`config.mk`:
```
export PLATFORM = sky130hd
export DESIGN_NAME = fan_pwm_acoustic_ramp
export DESIGN_NICKNAME = d
export VERILOG_FILES = /design/src/fan_ramp_pkg.sv /design/src/ramp_ch_if.sv /design/src/fan_pwm_acoustic_ramp.sv /design/src/ramp_channel.sv
export SDC_FILE = /design/constraint.sdc
export NUM_CORES = 1
export LEC_CHECK = 0
export ABC_CLOCK_PERIOD_IN_PS = 7010
export BUFFER_PORTS_ARGS = -buffer_cell sky130_fd_sc_hd__buf_2
export CORE_ASPECT_RATIO = 0.9
export CORE_MARGIN = 1
export CORE_UTILIZATION = 60
export DETAILED_ROUTE_END_ITERATION = 10
export PLACE_DENSITY = 0.81
export SLEW_MARGIN = 20
export SYNTH_ARGS = -nofsm -noshare
export SYNTH_HDL_FRONTEND = slang
export SYNTH_SLANG_ARGS = --single-unit
```
`constraint.sdc`:
```
create_clock -name clk -period 7.01 [get_ports clk]
set_clock_uncertainty 0.05 [all_clocks]
set_input_delay 0 -clock clk [delete_from_list [all_inputs] [get_ports clk]]
set_output_delay 0 -clock clk [all_outputs]
set_load 0.03 [all_outputs]
```
`src/fan_ramp_pkg.sv`:
```
`default_nettype none
package fan_ramp_pkg;

    // Register map; the lock register's offset is a local choice.
    localparam logic [7:0] RAMP_CTRL_OFF   = 8'h63;
    localparam logic [7:0] CFG_LOCK_OFF    = 8'h7E;
    localparam logic [7:0] RAMP_CTRL_RESET = 8'h00;
    localparam logic [7:0] CFG_LOCK_RESET  = 8'h00;

    // Field positions inside the ramp control register.
    localparam int C_RATE_LSB = 0;
    localparam int C_EN_BIT   = 3;
    localparam int B_RATE_LSB = 4;
    localparam int B_EN_BIT   = 7;
    localparam int LOCK_BIT   = 0;

    // One ramp time slot; 35 s over 171 steps of one code is about 205 ms.
    localparam int unsigned CLK_PERIOD_NS = 100;
    localparam int unsigned SLOT_TIME_NS  = 205_000_000;
    localparam int unsigned SLOT_CYCLES   = SLOT_TIME_NS / CLK_PERIOD_NS;

    typedef logic [2:0] rate_code_t;
    typedef logic [7:0] duty_t;

    // Duty change per time slot for each ramp code, rising or falling.
    function automatic duty_t rate_step(input rate_code_t code);
        case (code)
            3'h0:    rate_step = 8'h01;
            3'h1:    rate_step = 8'h02;
            3'h2:    rate_step = 8'h03;
            3'h3:    rate_step = 8'h05;
            3'h4:    rate_step = 8'h08;
            3'h5:    rate_step = 8'h0C;
            3'h6:    rate_step = 8'h18;
            default: rate_step = 8'h30;
        endcase
    endfunction : rate_step

endpackage : fan_ramp_pkg
`default_nettype wire

```
`src/ramp_ch_if.sv`:
```
`timescale 1ns/10ps
`default_nettype none
interface ramp_ch_if;
    import fan_ramp_pkg::*;
    duty_t      target;
    duty_t      duty;
    rate_code_t rate;
    logic       enable;
    logic       tick;

    // The controller feeds settings and the slot tick; the channel answers.
    modport ctrl (output target, rate, enable, tick, input duty);
    modport chan (input target, rate, enable, tick, output duty);
endinterface : ramp_ch_if
`default_nettype wire

```
`src/fan_pwm_acoustic_ramp.sv`:
```
`timescale 1ns/10ps
`default_nettype none
// Behaviour
// RULE1: reset clears ramp control register to zero
// RULE2: bits two to zero set channel c rate
// RULE3: enabled channel steps gradually toward target
// RULE4: codes give steps 1,2,3,5,8,12,24,48
// RULE5: bit three enables channel c smoothing
// RULE6: bits six to four set channel b rate
// RULE7: bit seven enables channel b smoothing
// RULE8: set lock makes register ignore writes
// RULE9: disabled channel applies target duty at once
module fan_pwm_acoustic_ramp #(
    parameter int unsigned STEP_CYCLES = fan_ramp_pkg::SLOT_CYCLES,
    parameter int          CNT_W       = 24
) (
    input  wire logic                clk,
    input  wire logic                rst,
    input  wire logic [7:0]          addr,
    input  wire logic [7:0]          wdata,
    input  wire logic                wr,
    input  wire logic                rd,
    output logic [7:0]               rdata,
    input  wire fan_ramp_pkg::duty_t target_b,
    input  wire fan_ramp_pkg::duty_t target_c,
    output var fan_ramp_pkg::duty_t  fan_drive_b,
    output var fan_ramp_pkg::duty_t  fan_drive_c,
    output logic                     cfg_locked
);
    import fan_ramp_pkg::*;

    logic [7:0]       ctrl_q;
    logic             lock_q;
    logic [7:0]       rdata_q;
    logic [CNT_W-1:0] slot_cnt_q;
    logic             tick_q;
    logic             wr_ctrl;
    logic             wr_lock;

    rate_code_t chan_c_ramp_rate;
    rate_code_t chan_b_ramp_rate;
    logic       chan_c_smooth_enable;
    logic       chan_b_smooth_enable;

    ramp_ch_if ch_if [2] ();

    // Register select; shared by the write path, the read path and checks.
    function automatic logic reg_hit(input logic [7:0] a,
                                     input logic [7:0] off);
        reg_hit = (a == off);
    endfunction : reg_hit

    // Address decode for the two writable registers.
    assign wr_ctrl = wr && reg_hit(addr, RAMP_CTRL_OFF);
    assign wr_lock = wr && reg_hit(addr, CFG_LOCK_OFF);

    // Field extraction from the ramp control register.
    assign chan_c_ramp_rate     = ctrl_q[C_RATE_LSB +: 3]; // [RULE2]
    assign chan_c_smooth_enable = ctrl_q[C_EN_BIT];        // [RULE5]
    assign chan_b_ramp_rate     = ctrl_q[B_RATE_LSB +: 3]; // [RULE6]
    assign chan_b_smooth_enable = ctrl_q[B_EN_BIT];        // [RULE7]

    // Ramp control register; writes are dropped once the lock is set.
    always_ff @(posedge clk) begin
        if (rst) begin
            ctrl_q <= RAMP_CTRL_RESET; // [RULE1]
        end else if (wr_ctrl && !lock_q) begin // [RULE8]
            ctrl_q <= wdata;
        end
    end

    // Lock bit is write-one-to-set and only reset clears it.
    always_ff @(posedge clk) begin
        if (rst) begin
            lock_q <= CFG_LOCK_RESET[LOCK_BIT];
        end else if (wr_lock && wdata[LOCK_BIT]) begin
            lock_q <= 1'b1;
        end
    end

    // Read data stand for one cycle after the strobe, else zero.
    always_ff @(posedge clk) begin
        if (rst) begin
            rdata_q <= 8'h00;
        end else if (rd && reg_hit(addr, RAMP_CTRL_OFF)) begin
            rdata_q <= ctrl_q;
        end else if (rd && reg_hit(addr, CFG_LOCK_OFF)) begin
            rdata_q <= {7'h00, lock_q};
        end else begin
            rdata_q <= 8'h00;
        end
    end

    // Time slot counter giving one tick per slot to both channels.
    always_ff @(posedge clk) begin
        if (rst) begin
            slot_cnt_q <= '0;
            tick_q     <= 1'b0;
        end else if (slot_cnt_q >= CNT_W'(STEP_CYCLES - 1)) begin
            slot_cnt_q <= '0;
            tick_q     <= 1'b1;
        end else begin
            slot_cnt_q <= slot_cnt_q + 1'b1;
            tick_q     <= 1'b0;
        end
    end

    // Channel settings: index 0 drives output b, index 1 drives output c.
    assign ch_if[0].target = target_b;
    assign ch_if[0].rate   = chan_b_ramp_rate;
    assign ch_if[0].enable = chan_b_smooth_enable;
    assign ch_if[1].target = target_c;
    assign ch_if[1].rate   = chan_c_ramp_rate;
    assign ch_if[1].enable = chan_c_smooth_enable;

    // Both channels share the slot tick and the same ramp engine.
    for (genvar i = 0; i < 2; i++) begin : g_chan
        assign ch_if[i].tick = tick_q;
        ramp_channel u_chan (
            .clk (clk),
            .rst (rst),
            .ch  (ch_if[i].chan)
        );
    end

    // Outputs come from the channel duty flops and local registers.
    assign fan_drive_b = ch_if[0].duty;
    assign fan_drive_c = ch_if[1].duty;
    assign rdata       = rdata_q;
    assign cfg_locked  = lock_q;
endmodule : fan_pwm_acoustic_ramp
`default_nettype wire

```
`src/ramp_channel.sv`:
```
`timescale 1ns/10ps
`default_nettype none
module ramp_channel (
    input  wire logic clk,
    input  wire logic rst,
    ramp_ch_if.chan   ch
);
    import fan_ramp_pkg::*;

    duty_t duty_q;
    duty_t duty_d;
    duty_t step;

    assign step    = rate_step(ch.rate);
    assign ch.duty = duty_q;

    // Next duty: follow the target at once, or step toward it per slot.
    always_comb begin
        duty_d = duty_q;
        if (!ch.enable) begin
            duty_d = ch.target; // [RULE9]
        end else if (ch.tick) begin
            if (duty_q < ch.target) begin
                if (ch.target - duty_q <= step) begin
                    duty_d = ch.target;
                end else begin
                    duty_d = duty_q + step; // [RULE3] [RULE4]
                end
            end else if (duty_q > ch.target) begin
                if (duty_q - ch.target <= step) begin
                    duty_d = ch.target;
                end else begin
                    duty_d = duty_q - step; // [RULE3] [RULE4]
                end
            end
        end
    end

    // Duty register; starts at zero, then takes the target at once while smoothing is off after reset.
    always_ff @(posedge clk) begin
        if (rst) begin
            duty_q <= 8'h00;
        end else begin
            duty_q <= duty_d;
        end
    end
endmodule : ramp_channel
`default_nettype wire
```
==> reports/metrics.yaml <==
critical_path:
  worst_setup_path_start_kind: "flop"
  path_class: "flop to flop"
  critPathArrivalTime_ns: 4.15
  crit_path_max_incr_delay_ns: 0.44
  cp.required_ns: 7.18
  critPathMaxFanout: 9
  timing.critical_path.mode_cell: "ha_1"
  worst-path-buf-inv: 0
  cp_top_family: "compound AO/OA/AOI/OAI gates"
  critPathCaptureType: "flop"
  path_cells: "ha_1 -> fa_1 -> nor2b_1 -> o21ai_0 -> a21boi_0 -> ha_1 -> a2111oi_0 -> a21oi_1 -> a211oi_4 -> and2_1 -> a31oi_1 -> o21a_1 -> o221a_1"
  crit_slowest_cell: "a2111oi_0"
logic_synthesis:
  avgSynthCellArea_um2: 8.045
  synth_xor_area_frac: 0.07434
  synth_top_family_by_area: "compound AO/OA/AOI/OAI gates"
  synth_area_leaders: "dfxtp_1 21%, ha_1 17%, inv_1 4.1%"
  synth_flop_cell: "dfxtp_1"
  yosysTopAreaCell: "dfxtp_1"
  synthAdderAreaFrac: 0.1965
  synth_cell_types: 71
  synth_simple_gate_area_share: 0.2004
  synth_edf_count: 0
  synth_compound_area_frac: 0.2425
  synth_most_common_cell: "ha_1"
  syn_inst: 703
  netlist_top_cells_count: "76 x ha_1, 62 x inv_1, 61 x nor2_1"
  synthMuxAreaShare: 0.01770
  synth_seq_cells: 58
  synthArstFlopShare: 0
  synth_warnings: 0
  synth_top_area_share: 0.2053
  syn_area_um2: 5655
  ys_seq_area_frac: 0.2053
cells_and_area:
  antenna_cells: 0
  nNetsFinal: 892
  drive_gt1_frac: 0.1147
  areaGrowthSynthToFinish_pct: 12.88
clock_network:
  clk_latency_ns: 0.33
  numCtsBuffers: 9
  cts_tree: "done"
  cts.clk_slew.worst_paths_ns: 0.07
  cts_buffer_depth: 2
  htree_levels: 3
  root_buffer: "clkbuf_8"
  cts.sinks: 58
  post-cts-setup-buffers: 0
die:
  die_y_um: 94.11
  coreArea_um2: 9125
  start_util: 0.6198
  io_pins: 61
  die_x_um: 104.3
  die_area_um2: 9818
  placementRows: 33
timing:
  tightest_slew_ns: 0.8787
  worst_slack_ns: 3.025
  timing.setup.tns_ns: 0
  finalSetupViolCount: 0
  period_share: 0.5685
  hold_viol_final: 0
  fmax_ghz: 0.2509
  fin_crit_ns: 3.985
  rsz0062_at_grt: "false"
  relSlewSlack: 0.4092
  slew_viol_final: 0
power_and_ir_drop:
  p_per_area_nw_per_um2: 148.5
  p_leak_nw: 2.925
  ir_worst_vdd_mv: 0.1043
outcome:
  outcome: "complete, no violations"
route:
  first_pass_iters: 5
  drc_errors: 0
  viasPerCell: 5.993
  num_vias: 5382
  drtIter0Drc: 395
  wl_per_cell_um: 16.54
  ant_nets: 0
  drt-total-wl_mm: 14.86
grt:
  grt.overflow.total: 0
  grt_pass1_wl_mm: 24.05
  first_global_vias: 5057
  grt_max_degree: 31
  grt_antenna_before_repair: 0
  track_usage: 0.3071
place:
  pre_cts_slack_ns: 3.136
  dp_hpwl_mm: 11.47
  gp_congestion: 0.9522
  portBuffers: 60
flow_run:
  max-cap-violations: 0
min_path:
  hold_path_class: "input port to flop"
## cell type report
class                           count  area, um^2
Sequential cell                    58        1161
Multi-Input combinational cell    558        4148
Clock buffer                        9       123.9
Tap cell                          122       152.6
Inverter                           62       232.7
Clock inverter                      6       35.03
Fill cell                         769        2741
Timing Repair Buffer               83       530.5
## repair_timing
action	CTS	global route
hold buffers	23	0
gates resized for setup	0	0
endpoints found under the hold margin	23	0
## final timing paths
check                              start                           to  slack (ns)  depth (start not counted)
max          g_chan[0].u_chan.ch.duty[0]  g_chan[0].u_chan.ch.duty[2]        3.02                         13
min                          target_b[0]  g_chan[0].u_chan.ch.duty[0]        0.03                          3
max reg2reg  g_chan[0].u_chan.ch.duty[0]  g_chan[0].u_chan.ch.duty[2]        3.02                         13
min reg2reg                slot_cnt_q[0]                slot_cnt_q[0]        0.39                          1
## sequential cells by signal, indices dropped and copies added (netlist names)
register and count:
g_chan.u_chan.ch.duty 16, slot_cnt_q 24, cfg_locked 1, ch_if.tick 1, ctrl_q 8, rdata 8
## where the power goes
part / switching, W / internal, W / total [W]
sequential: 0.0000112 / 0.000336 / 0.000347
combinational: 0.000197 / 0.000143 / 0.000340
clock: 0.000138 / 0.000123 / 0.000261
## metrics by stage
stage	hold slack (ns)	total power [W]	utilization	instance area, um^2	cells
after floorplan	0.09394	0.0005997	-	5663	705
after global placement	0.1833	0.0006647	0.6569	5995	860
after detailed placement	0.1960	0.0006755	0.6569	5995	860
after CTS	0.02478	0.0009443	0.6996	6384	898
after global routing	0.03174	0.001005	0.6996	6384	898
final	0.03448	0.0009482	0.6996	6384	898
## placed cells by master (no fill, tap or decap), types with 10 or more instances in the layout
cell type / count
a211oi_1: 12
a21o_1: 13
a21oi_1: 46
and2_1: 12
and3_1: 10
buf_2: 60
dfxtp_1: 58
dlygate4sd3_1: 23
ha_1: 76
inv_1: 62
mux2i_1: 10
nand2_1: 46
nand2b_1: 13
nand3_1: 17
nand4_1: 11
nor2_1: 61
nor2b_1: 17
nor3_1: 11
o21ai_0: 16
o31ai_1: 11
xnor2_1: 25
xor2_1: 23
## worst min-delay path, cell delays in order
cell,delay (ns)
buf_2,0.12
mux2i_1,0.14
a211oi_1,0.10
## cell families (layout without fill, tap and decap cells)
family / after synthesis / after routing
other: 1 / 3
AOI/OAI and AO/OA: 188 / 188
and+or+nand+nor: 225 / 225
adders and majority gates: 84 / 84
muxes: 10 / 10
xor gates and xnor gates: 48 / 48
buffers and inverters: 89 / 160
DFF: 58 / 58
## per-layer routing
| metal | vias to the layer above | routed length, um | global-route usage |
|---|---|---|---|
| met1 | 2512 | 6872 | 0.4152 |
| met5 | - | 0 | 0 |
| met4 | 0 | 197 | 0.07500 |
| met3 | 20 | 1049 | 0.06241 |
| li1 | 2632 | - | - |
| met2 | 218 | 6739 | 0.4994 |
Power figures use the tool's default switching activity.
